### src/hdl/uart_tx_defs.sv
// Constants for the transmit channel and its bit-period timer
package uart_tx_pkg;
   localparam int ADR_W = 6;
   localparam logic [5:0] OFS_MODE = 6'h00;
   localparam logic [5:0] OFS_OPSET = 6'h04;
   localparam logic [5:0] OFS_DATA = 6'h08;
   localparam logic [5:0] OFS_LEVEL = 6'h0c;
   localparam logic [5:0] OFS_VALUE = 6'h10;
   localparam logic [5:0] OFS_OE = 6'h14;
   localparam logic [5:0] OFS_START = 6'h18;
   localparam logic [5:0] OFS_STATE = 6'h1c;
   localparam logic [5:0] OFS_PRESC = 6'h20;
   localparam logic [5:0] OFS_STOP = 6'h24;
   localparam logic [15:0] RST_MODE = 16'h0000;
   localparam logic [15:0] RST_OPSET = 16'h0087;
   localparam logic [15:0] RST_DATA = 16'h0000;
   localparam logic [15:0] RST_LEVEL = 16'h0000;
   localparam logic [15:0] RST_VALUE = 16'h0001;
   localparam logic [15:0] RST_OE = 16'h0000;
   localparam logic [7:0] RST_PRESC = 8'h00;
   localparam int CH = 0;
   localparam int MODE_CKS = 15;
   localparam int MODE_MD = 0;
   localparam int OPSET_TXE = 15;
   localparam int OPSET_PAR_HI = 9;
   localparam int OPSET_PAR_LO = 8;
   localparam int OPSET_LSB = 7;
   localparam int OPSET_STP_HI = 5;
   localparam int OPSET_STP_LO = 4;
   localparam int OPSET_LEN_HI = 1;
   localparam int OPSET_LEN_LO = 0;
   localparam int DATA_DIV_HI = 15;
   localparam int DATA_DIV_LO = 9;
   localparam int DATA_WORD_HI = 8;
   localparam int STATE_FULL = 0;
   localparam int STATE_EN = 1;
   localparam int STATE_BUSY = 6;
   localparam logic [1:0] PAR_NONE = 2'b00;
   localparam logic [1:0] PAR_ZERO = 2'b01;
   localparam logic [1:0] PAR_EVEN = 2'b10;
   localparam logic [1:0] PAR_ODD = 2'b11;
   localparam logic [1:0] STP_TWO = 2'b10;
   localparam logic [1:0] LEN_7 = 2'b10;
   localparam logic [1:0] LEN_9 = 2'b01;
   localparam logic [3:0] NBITS_7 = 4'd7;
   localparam logic [3:0] NBITS_8 = 4'd8;
   localparam logic [3:0] NBITS_9 = 4'd9;
   typedef enum logic [4:0] {
      ST_IDLE = 5'b00001,
      ST_START = 5'b00010,
      ST_DATA = 5'b00100,
      ST_PARITY = 5'b01000,
      ST_STOP = 5'b10000
   } tx_state_t;
endpackage

`timescale 1ns/1ns
module bit_timer import uart_tx_pkg::*; #(
   parameter int DIV_W = 7
) (
   input wire logic clk_i,
   input wire logic rst_i,
   input wire logic tick_i,
   input wire logic restart_i,
   input wire logic [DIV_W-1:0] div_i,
   output logic bit_end_o
);
   logic [DIV_W:0] cnt_reg;
   wire logic [DIV_W:0] last = {div_i, 1'b1};
   wire logic at_end = tick_i && (cnt_reg == last);

   // Period is 2*(div+1) operation-clock ticks
   always_ff @(posedge clk_i) begin
      if (rst_i) begin
         cnt_reg <= '0;
         bit_end_o <= 1'b0;
      end else if (restart_i) begin
         // Count this tick, so the start bit is not one tick longer than the rest
         cnt_reg <= {{DIV_W{1'b0}}, tick_i};
         bit_end_o <= 1'b0;
      end else begin
         bit_end_o <= at_end;
         if (at_end) begin
            cnt_reg <= '0;
         end else if (tick_i) begin
            cnt_reg <= cnt_reg + 1'b1;
         end
      end
   end
endmodule

### src/hdl/uart_transmit_channel.sv
// Asynchronous transmit channel with Wishbone register access
//
// The Wishbone slave port and the register offsets were chosen for this implementation.
`timescale 1ns/1ns
module uart_transmit_channel import uart_tx_pkg::*; (
   input wire logic clk_i,
   input wire logic rst_i,
   input wire logic cyc_i,
   input wire logic stb_i,
   input wire logic we_i,
   input wire logic [ADR_W-1:0] adr_i,
   input wire logic [3:0] sel_i,
   input wire logic [31:0] dat_i,
   output logic [31:0] dat_o,
   output logic ack_o,
   output logic serial_tx_line_o,
   output logic tx_interrupt_o
);
   logic [15:0] channel_mode_reg;
   logic [15:0] channel_operation_setting_reg;
   logic [15:0] channel_data_divisor_reg;
   logic [15:0] output_level_reg;
   logic [15:0] output_value_reg;
   logic [15:0] output_enable_reg;
   logic [7:0] prescaler_select_reg;
   logic buffer_full_flag;
   logic chan_on_reg;
   logic [14:0] presc_cnt_reg;
   tx_state_t st_reg;
   tx_state_t st_next;
   logic [8:0] shift_reg;
   logic [3:0] nbits_reg;
   logic [3:0] bit_cnt_reg;
   logic parity_reg;
   logic stop_cnt_reg;
   logic bit_end;

   // Bus decode
   wire logic req = cyc_i && stb_i && !ack_o;
   wire logic wr = req && we_i;
   wire logic [15:0] bmask = {{8{sel_i[1]}}, {8{sel_i[0]}}};
   wire logic wr_mode = wr && adr_i == OFS_MODE;
   wire logic wr_opset = wr && adr_i == OFS_OPSET;
   wire logic wr_data = wr && adr_i == OFS_DATA && sel_i[0];
   wire logic wr_level = wr && adr_i == OFS_LEVEL;
   wire logic wr_value = wr && adr_i == OFS_VALUE;
   wire logic wr_oe = wr && adr_i == OFS_OE;
   wire logic wr_start = wr && adr_i == OFS_START && sel_i[0] && dat_i[CH];
   wire logic wr_stop = wr && adr_i == OFS_STOP && sel_i[0] && dat_i[CH];
   wire logic wr_presc = wr && adr_i == OFS_PRESC && sel_i[0];
   wire logic [15:0] wdat = dat_i[15:0];

   // Live configuration fields
   wire logic cks = channel_mode_reg[MODE_CKS];
   wire logic md_empty = channel_mode_reg[MODE_MD];
   wire logic txe = channel_operation_setting_reg[OPSET_TXE];
   wire logic [1:0] par_mode = channel_operation_setting_reg[OPSET_PAR_HI:OPSET_PAR_LO];
   wire logic lsb_first = channel_operation_setting_reg[OPSET_LSB];
   wire logic two_stop =
      channel_operation_setting_reg[OPSET_STP_HI:OPSET_STP_LO] == STP_TWO;
   wire logic [1:0] len_sel = channel_operation_setting_reg[OPSET_LEN_HI:OPSET_LEN_LO];
   wire logic [6:0] divisor = channel_data_divisor_reg[DATA_DIV_HI:DATA_DIV_LO];
   wire logic inv = output_level_reg[CH];
   wire logic oe = output_enable_reg[CH];

   // Prescaler outputs: tick every 2^k system clocks
   wire logic [14:0] mask0 = ~(15'h7fff << prescaler_select_reg[3:0]);
   wire logic [14:0] mask1 = ~(15'h7fff << prescaler_select_reg[7:4]);
   wire logic prescaler_out_zero = &(presc_cnt_reg | ~mask0);
   wire logic prescaler_out_one = &(presc_cnt_reg | ~mask1);
   wire logic fmck_tick = cks ? prescaler_out_one : prescaler_out_zero;

   // Word length decode; prohibited code falls back to 8 bits
   wire logic [3:0] nbits_cfg = (len_sel == LEN_7) ? NBITS_7 :
      (len_sel == LEN_9) ? NBITS_9 : NBITS_8;

   // Bit order: MSB-first is turned into LSB-first at load so one shifter serves both
   logic [8:0] word_in;
   logic [8:0] word_ord;
   always_comb begin
      word_in = channel_data_divisor_reg[DATA_WORD_HI:0];
      if (nbits_cfg == NBITS_7) begin
         word_in[8:7] = 2'b00;
      end else if (nbits_cfg == NBITS_8) begin
         word_in[8] = 1'b0;
      end
      word_ord = word_in;
      if (!lsb_first) begin
         for (int i = 0; i < 9; i++) begin
            if (i < int'(nbits_cfg)) begin
               word_ord[i] = word_in[int'(nbits_cfg) - 1 - i];
            end else begin
               word_ord[i] = 1'b0;
            end
         end
      end
   end

   // Frame sequencing
   wire logic active = st_reg != ST_IDLE;
   wire logic last_data = bit_cnt_reg == nbits_reg - 4'd1;
   wire logic last_stop = !two_stop || stop_cnt_reg;
   wire logic frame_end = st_reg == ST_STOP && bit_end && last_stop;
   wire logic can_load = chan_on_reg && txe && buffer_full_flag;
   // Back-to-back frames: the next word loads at the end of the last stop bit
   wire logic load = can_load && (st_reg == ST_IDLE || frame_end);

   always_comb begin
      st_next = st_reg;
      case (st_reg)
         ST_IDLE: begin
            if (load) begin
               st_next = ST_START;
            end
         end
         ST_START: begin
            if (bit_end) begin
               st_next = ST_DATA;
            end
         end
         ST_DATA: begin
            if (bit_end && last_data) begin
               st_next = (par_mode == PAR_NONE) ? ST_STOP : ST_PARITY;
            end
         end
         ST_PARITY: begin
            if (bit_end) begin
               st_next = ST_STOP;
            end
         end
         ST_STOP: begin
            if (frame_end) begin
               st_next = load ? ST_START : ST_IDLE;
            end
         end
         default: st_next = ST_IDLE;
      endcase
      if (!chan_on_reg) begin
         st_next = ST_IDLE;
      end
   end

   // Level that the current state puts on the line, before inversion
   logic tx_level;
   always_comb begin
      case (st_reg)
         ST_START: tx_level = 1'b0;
         ST_DATA: tx_level = shift_reg[0];
         ST_PARITY: tx_level = parity_reg;
         default: tx_level = 1'b1;
      endcase
   end

   wire logic par_bit = (par_mode == PAR_EVEN) ? ^word_in :
      (par_mode == PAR_ODD) ? ~^word_in : 1'b0;

   bit_timer #(
      .DIV_W(7)
   ) u_timer (
      .clk_i(clk_i),
      .rst_i(rst_i),
      .tick_i(fmck_tick),
      .restart_i(load || !active),
      .div_i(divisor),
      .bit_end_o(bit_end)
   );

   always_ff @(posedge clk_i) begin
      if (rst_i) begin
         st_reg <= ST_IDLE;
         shift_reg <= '0;
         nbits_reg <= NBITS_8;
         bit_cnt_reg <= '0;
         parity_reg <= 1'b0;
         stop_cnt_reg <= 1'b0;
         presc_cnt_reg <= '0;
      end else begin
         st_reg <= st_next;
         presc_cnt_reg <= presc_cnt_reg + 15'd1;
         if (load) begin
            shift_reg <= word_ord;
            nbits_reg <= nbits_cfg;
            parity_reg <= par_bit;
            bit_cnt_reg <= '0;
            stop_cnt_reg <= 1'b0;
         end else if (bit_end && st_reg == ST_DATA) begin
            shift_reg <= {1'b0, shift_reg[8:1]};
            bit_cnt_reg <= bit_cnt_reg + 4'd1;
         end else if (bit_end && st_reg == ST_STOP) begin
            stop_cnt_reg <= 1'b1;
         end
      end
   end

   // Registers, buffer flag and interrupt
   always_ff @(posedge clk_i) begin
      if (rst_i) begin
         channel_mode_reg <= RST_MODE;
         channel_operation_setting_reg <= RST_OPSET;
         channel_data_divisor_reg <= RST_DATA;
         output_level_reg <= RST_LEVEL;
         output_value_reg <= RST_VALUE;
         output_enable_reg <= RST_OE;
         prescaler_select_reg <= RST_PRESC;
         buffer_full_flag <= 1'b0;
         chan_on_reg <= 1'b0;
         tx_interrupt_o <= 1'b0;
      end else begin
         if (wr_mode) begin
            channel_mode_reg <= (channel_mode_reg & ~bmask) | (wdat & bmask);
         end
         if (wr_opset) begin
            channel_operation_setting_reg <=
               (channel_operation_setting_reg & ~bmask) | (wdat & bmask);
         end
         if (wr_data) begin
            // Overwrites any pending word; the earlier word is lost
            channel_data_divisor_reg <= (channel_data_divisor_reg & ~bmask) | (wdat & bmask);
         end
         if (wr_level) begin
            output_level_reg <= (output_level_reg & ~bmask) | (wdat & bmask);
         end
         if (wr_oe) begin
            output_enable_reg <= (output_enable_reg & ~bmask) | (wdat & bmask);
         end
         if (wr_presc) begin
            prescaler_select_reg <= dat_i[7:0];
         end
         // Hardware owns the line bit while sending with the output enabled; a software write then loses
         if (active && oe) begin
            output_value_reg <= {output_value_reg[15:1], tx_level ^ inv};
         end else if (wr_value) begin
            output_value_reg <= (output_value_reg & ~bmask) | (wdat & bmask);
         end
         // Set by a write wins over the clear by a load in the same cycle
         if (wr_data) begin
            buffer_full_flag <= 1'b1;
         end else if (load) begin
            buffer_full_flag <= 1'b0;
         end
         if (wr_stop) begin
            chan_on_reg <= 1'b0;
         end else if (wr_start) begin
            chan_on_reg <= 1'b1;
         end
         // Source bit is sampled at the event, so late changes still apply
         tx_interrupt_o <= (load && md_empty) || (frame_end && !md_empty);
      end
   end

   assign serial_tx_line_o = output_value_reg[CH];

   // Read mux and Wishbone answer, one cycle after the request
   logic [15:0] rd_mux;
   always_comb begin
      case (adr_i)
         OFS_MODE: rd_mux = channel_mode_reg;
         OFS_OPSET: rd_mux = channel_operation_setting_reg;
         OFS_DATA: rd_mux = channel_data_divisor_reg;
         OFS_LEVEL: rd_mux = output_level_reg;
         OFS_VALUE: rd_mux = output_value_reg;
         OFS_OE: rd_mux = output_enable_reg;
         OFS_STATE: rd_mux = {9'h000, active, 4'h0, chan_on_reg, buffer_full_flag};
         OFS_PRESC: rd_mux = {8'h00, prescaler_select_reg};
         default: rd_mux = 16'h0000;
      endcase
   end

   always_ff @(posedge clk_i) begin
      if (rst_i) begin
         ack_o <= 1'b0;
         dat_o <= '0;
      end else begin
         ack_o <= req;
         dat_o <= req ? {16'h0000, rd_mux} : 32'h0000_0000;
      end
   end
endmodule

### config.mk
export PLATFORM = sky130hd
export DESIGN_NAME = uart_transmit_channel
export DESIGN_NICKNAME = d
export VERILOG_FILES = /design/src/hdl/uart_tx_defs.sv /design/src/hdl/uart_transmit_channel.sv
export SDC_FILE = /design/constraint.sdc
export NUM_CORES = 1
export LEC_CHECK = 0
export ABC_AREA = 0
export BUFFER_PORTS_ARGS = -buffer_cell sky130_fd_sc_hd__buf_4
export CORE_MARGIN = 5
export CORE_UTILIZATION = 55
export CTS_BUF_LIST = sky130_fd_sc_hd__clkbuf_4
export DETAILED_ROUTE_END_ITERATION = 12
export PLACE_DENSITY = 0.88
export SYNTH_ARGS = -nofsm -noshare
export SYNTH_HDL_FRONTEND = slang
export SYNTH_SLANG_ARGS = --single-unit
### constraint.sdc
create_clock -name clk_i -period 2.3 [get_ports clk_i]
set_clock_uncertainty 0.05 [all_clocks]
set_input_delay 0.46 -clock clk_i [delete_from_list [all_inputs] [get_ports clk_i]]
set_output_delay 0.46 -clock clk_i [all_outputs]
set_load 0.02 [all_outputs]
---- Word-level counts from Yosys, hierarchy flattened ----
Cells that the tools add are included.
word-level totals
  register bits ........................... 188
  input port bits ......................... 47
  output and inout bits ................... 35
  word-level logic and storage cells ...... 231
cells by class
  add/subtract/negate cells ............... 13
  order comparisons ....................... 18
  equal/unequal tests ..................... 29
  shift-type cells ........................ 2
  muxes and demuxes ....................... 64
  bitwise gates (word level) .............. 25
  reduce and logical (&&, ||, !) cells .... 56
operators with widths
  operator                 number
  $lt A32 B6 Y1 const B    7
  $pmux W16 S8             1
  $and A16 B16 Y16         7
  $or A16 B16 Y16          6
  $not A15 Y15             4
  $mux W1                  41
  $bmux W1 S4              9
  $mux W5                  6
  $or A15 B15 Y15          2
  $reduce_and A15 Y1       2
  $shl A15 B4 Y15 const A  2
  $logic_and A1 B1 Y1      29
  $mux W9                  3
  $pmux W5 S5              1
  $eq A6 B5 Y1 const B     4
  $sub A5 B4 Y6 const B    4
  $lt A3 B4 Y1 const A     4
  $not A16 Y16             1
  $add A15 B1 Y15 const B  1
  $eq A6 B4 Y1 const B     2
  $eq A6 B6 Y1 const B     2
  $sub A5 B3 Y6 const B    2
  $reduce_or A2 Y1         5
  $reduce_xnor A9 Y1       1
  41 further kinds         61

---- Depth between registers and ports, before layout ----
  word-level depth ........................ 12
  gate-level depth with buffers ........... 9
  gate-level depth less buffers ........... 9

---- Cells and area by module ----
A second synthesis with hierarchy kept.
unflattened totals
  cell total of the unflattened synthesis .. 978
  area total of the unflattened synthesis .. 8316.7 µm²
modules (own cells, without submodules)
  module                 instances  cells each  area an instance (µm²)  sequential area each (µm²)
  uart_transmit_channel  1          928         7845.0                  3243.1
  bit_timer              1          50          471.7                   180.2

---- Worst setup path before layout ----
Ideal clock, no wire load.
  path type ............................... reg-to-reg
  from .................................... reg (tool-made name)
  to ...................................... reg parity_reg
  library setup time ...................... 70 ps
  arrival time ............................ 2079 ps
  data required time ...................... 2180 ps
  path slack .............................. 101 ps
  stages on the path, launching flop included .. 10
  path buffers ............................ 1
  clock period less this slack ............ 2199 ps
  path through ............................ dfxtp_1 inv_1 ha_1 clkbuf_1 nor3b_1 xnor2_1 xnor2_1 xnor2_1 nand3_1 a21oi_1
RTL lines
  element               line                          RTL
  to (signal assigned)  uart_transmit_channel.sv:183  parity_reg <= par_bit;
  to (decl)             uart_transmit_channel.sv:34   logic parity_reg;

---- Worst setup path after layout ----
  from .................................... reg prescaler_select_reg[4]
  to ...................................... reg u_timer.cnt_reg[7]
on the way
  cells in the longest elaborated chain, start to end .. 8
ends and longest elaborated chain
  element                            line                          RTL
  from (decl)                        uart_transmit_channel.sv:25   logic [7:0] prescaler_select_reg;
  from (signal assigned)             uart_transmit_channel.sv:227  prescaler_select_reg <= dat_i[7:0];
  $shl A15 B4 Y15 *                  uart_transmit_channel.sv:68   wire logic [14:0] mask1 = ~(15'h7fff << prescaler_select_reg[7:4]);
  $not A15 Y15 *                     uart_transmit_channel.sv:68
  $not A15 Y15 *                     uart_transmit_channel.sv:70   wire logic prescaler_out_one = &(presc_cnt_reg | ~mask1);
  $or A15 B15 Y15 *                  uart_transmit_channel.sv:70
  $reduce_and A15 Y1 *               uart_transmit_channel.sv:70
  $mux W1 *                          uart_transmit_channel.sv:71   wire logic fmck_tick = cks ? prescaler_out_one : prescaler_out_zero;
  $logic_and A1 B1 Y1                uart_tx_defs.sv:70            wire logic at_end = tick_i && (cnt_reg == last);
  $reduce_or A3 Y1 (no source line)  -
  to (signal assigned)               uart_tx_defs.sv:79            cnt_reg <= {{DIV_W{1'b0}}, tick_i};
  to (signal assigned)               uart_tx_defs.sv:86            cnt_reg <= cnt_reg + 1'b1;
  to (decl)                          uart_tx_defs.sv:68            logic [DIV_W:0] cnt_reg;
Mark *: on every way between the ends. The rest lies on a longest branch, timed or not.
A chain may end at the register's enable or synchronous reset.

==> results.json <==
{
  "seqPwrFrac_pct": 59.8,
  "synth.most_common_cell": "nand2_1",
  "synth_top_family_by_area": "simple AND/OR/NAND/NOR gates",
  "vias": 7840,
  "antenna_left": 0,
  "crit_required_ns": 2.79,
  "avgSynthCellArea_sq_um": 7.99,
  "synth_adder_area_share_pct": 1.52,
  "hp-class": "input port to flip-flop",
  "synth_cell_type_count": 65,
  "status": "finished clean",
  "cts-root-buf": "clkbuf_4",
  "netlist.top_cell.by_area": "dfxtp_1",
  "ys_seq_elements": 171,
  "synth_mux_area_share_pct": 4.70,
  "tns_ns": 0,
  "finalSetupViolCount": 0,
  "totalWireLength_microns": 22000,
  "clk_latency_ns": 0.60,
  "fmax_mhz": 454,
  "grt_pass1_wl_microns": 35500,
  "cts_tree": "yes",
  "timing.final.crit_share_pct": 95.8,
  "start_util_pct": 56.1,
  "crit_arrival_ns": 2.69,
  "coreArea_sq_um": 14500,
  "clkSinkCount": 171,
  "drive_above_1_share_pct": 15.6,
  "area_delta_synth_final_pct": 13.7,
  "drc_errors": 0,
  "grt_pass1_vias": 7218,
  "n_fill_cell": 1206,
  "dieArea_sq_um": 17400,
  "maxCapViolCount": 0,
  "synth_edf_count": 0,
  "grt_max_degree": 60,
  "dp_hpwl_microns": 15500,
  "synth-simple-area-share_pct": 24.3,
  "nNetsFinal": 1127,
  "finalMaxSlewViolations": 0,
  "tightest_slew_ns": 0.632,
  "num_rows": 44,
  "clockBufferDepth": 2,
  "sw_frac_of_total_pct": 27.1,
  "die_x_microns": 132,
  "p_clk_share_pct": 34.9,
  "p_comb_share_pct": 5.4,
  "powerDensity_nw_per_um2": 537,
  "fin_crit_ns": 2.20,
  "syn_inst": 1020,
  "layoutNonFillerInstCount": 1269,
  "synth-seq-area-share_pct": 42.0,
  "place_congestion": 0.937,
  "synth_commonest_cells": "194 x nand2_1, 171 x dfxtp_1, 135 x a21oi_1",
  "synthArstFlopShare_pct": 0,
  "ir_worst_vdd_mv": 0.414,
  "detail_route.wl_per_cell_microns": 17.3,
  "leakagePower_uw": 0.00324,
  "detail_route.first_pass.iterations": 6,
  "end_kind": "flip-flop",
  "start_kind": "flip-flop",
  "drtIter0Drc": 827,
  "yosys_warnings": 0,
  "criticalPathCategory": "flip-flop to flip-flop",
  "slew-limit-headroom_pct": 57.8,
  "synth_flop_cell": "dfxtp_1",
  "synth-compound-area-share_pct": 17.6,
  "gr-total-overflow": 0,
  "p_switching_uw": 1350,
  "track_usage_pct": 24.4,
  "vias_per_cell": 6.18,
  "clkTransAtPathRegs_ns": 0.16,
  "dp_cells": 1231,
  "die_y_microns": 132,
  "crit_fanout": 8,
  "hold_violations": 0,
  "antenna_found_initial": 1,
  "io-pin-count": 82,
  "syn_area_sq_um": 8150,
  "intPower_uw": 3630,
  "io_buffers": 47,
  "synth_area_leaders": "dfxtp_1 42%, nand2_1 8.9%, a21oi_1 8.3%",
  "synth-xor-area-share_pct": 4.73,
  "synth_top_area_share_pct": 42.0,
  "cts_buffers": 17,
  "holdWs_ns": 0.0984,
  "cts.htree.levels": 4
}
-- routing by layer --
layer | global-route usage (%) | routed length [microns]
met5 | 0 | 0
met3 | 4.50 | 1800
met1 | 32.2 | 8920
met2 | 38.4 | 10500
met4 | 12.2 | 812
-- repair_timing --
| action | in CTS | in global routing |
|---|---|---|
| endpoints found under the hold margin | 0 | 0 |
| gates resized for setup | 0 | 24 |
| buffers inserted | 0 | 5 |
| setup endpoints to repair | 0 | 26 |
| hold buffers | 0 | 0 |
-- power by group through the flow --
| stage | sequential [uW] | combinational, uW | clock (uW) |
|---|---|---|---|
| 6_report | 2970 | 267 | 1740 |
| 3_5_place_dp | 3040 | 258 | 0 |
| 3_3_place_gp | 3040 | 255 | 0 |
| 4_1_cts | 2980 | 259 | 1750 |
| 2_1_floorplan | 3040 | 152 | 0 |
| 5_1_grt | 2980 | 283 | 1880 |
-- placed cells by master, fill, tap and decap left out, types with 7 or more instances in the layout --
master	n
nand3_1	101
and3_1	11
nor2b_1	8
a221oi_1	12
a222oi_1	14
nand4_1	9
o21ai_0	29
buf_12	8
xnor2_1	20
ha_1	7
clkbuf_4	17
nand2_1	194
dfxtp_1	161
conb_1	16
xor2_1	24
nor2_1	59
a21oi_1	134
mux2i_1	27
a311oi_1	8
buf_4	90
inv_1	11
nand2b_1	7
-- area by class of cell --
cell class | count | area, sq um | area share, %
flip-flops and latches | 171 | 3450 | 37.2
multi-input cells | 771 | 4430 | 47.8
repair buffers | 98 | 836 | 9.01
inverters | 12 | 45.0 | 0.486
clock inverters | 15 | 151 | 1.63
clock buffers | 17 | 128 | 1.38
diodes | 1 | 2.50 | 0.0270
well taps | 184 | 230 | 2.48
-- worst paths after layout --
| check | endpoint | depth (start not counted) | slack [ns] | from |
|---|---|---|---|---|
| setup / recovery | u_timer.cnt_reg[7] | 8 | 0.1 | prescaler_select_reg[4] |
| hold / removal | prescaler_select_reg[2] | 3 | 0.1 | dat_i[2] |
| setup reg to reg | u_timer.cnt_reg[7] | 8 | 0.1 | prescaler_select_reg[4] |
| hold reg to reg | flip-flop | 2 | 0.41 | flip-flop |
-- kinds of logic after synthesis --
group | Yosys count
muxes | 34
DFF | 171
xor gates and xnor gates | 44
other | 1
buffers and inverters | 93
adders and majority gates | 10
and+or+nand+nor | 431
AOI/OAI and AO/OA | 236
-- worst max-delay path, cell delays in order, from the launching register on --
cell      delay [ns]
dfxtp_4         0.38
buf_4           0.14
nand4b_1        0.10
and3_4          0.19
nand4_1         0.14
nor4_4          0.39
nor2_4          0.10
or4_4           0.53
a21oi_2         0.14
-- metrics by stage --
step | setup slack, ns | power [uW] | instance area [sq um] | util, %
6_report | 0.0958 | 4980 | 9270 | 63.8
5_1_grt | -0.0215 | 5140 | 9270 | 63.8
4_1_cts | 0.00772 | 4990 | 9170 | 63.1
3_5_place_dp | 0.00598 | 3300 | 8890 | 61.1
3_3_place_gp | 0.0115 | 3300 | 8890 | 61.1
2_1_floorplan | 0.101 | 3190 | 8210 | -
Note: power is estimated with default switching activity, not from simulation.
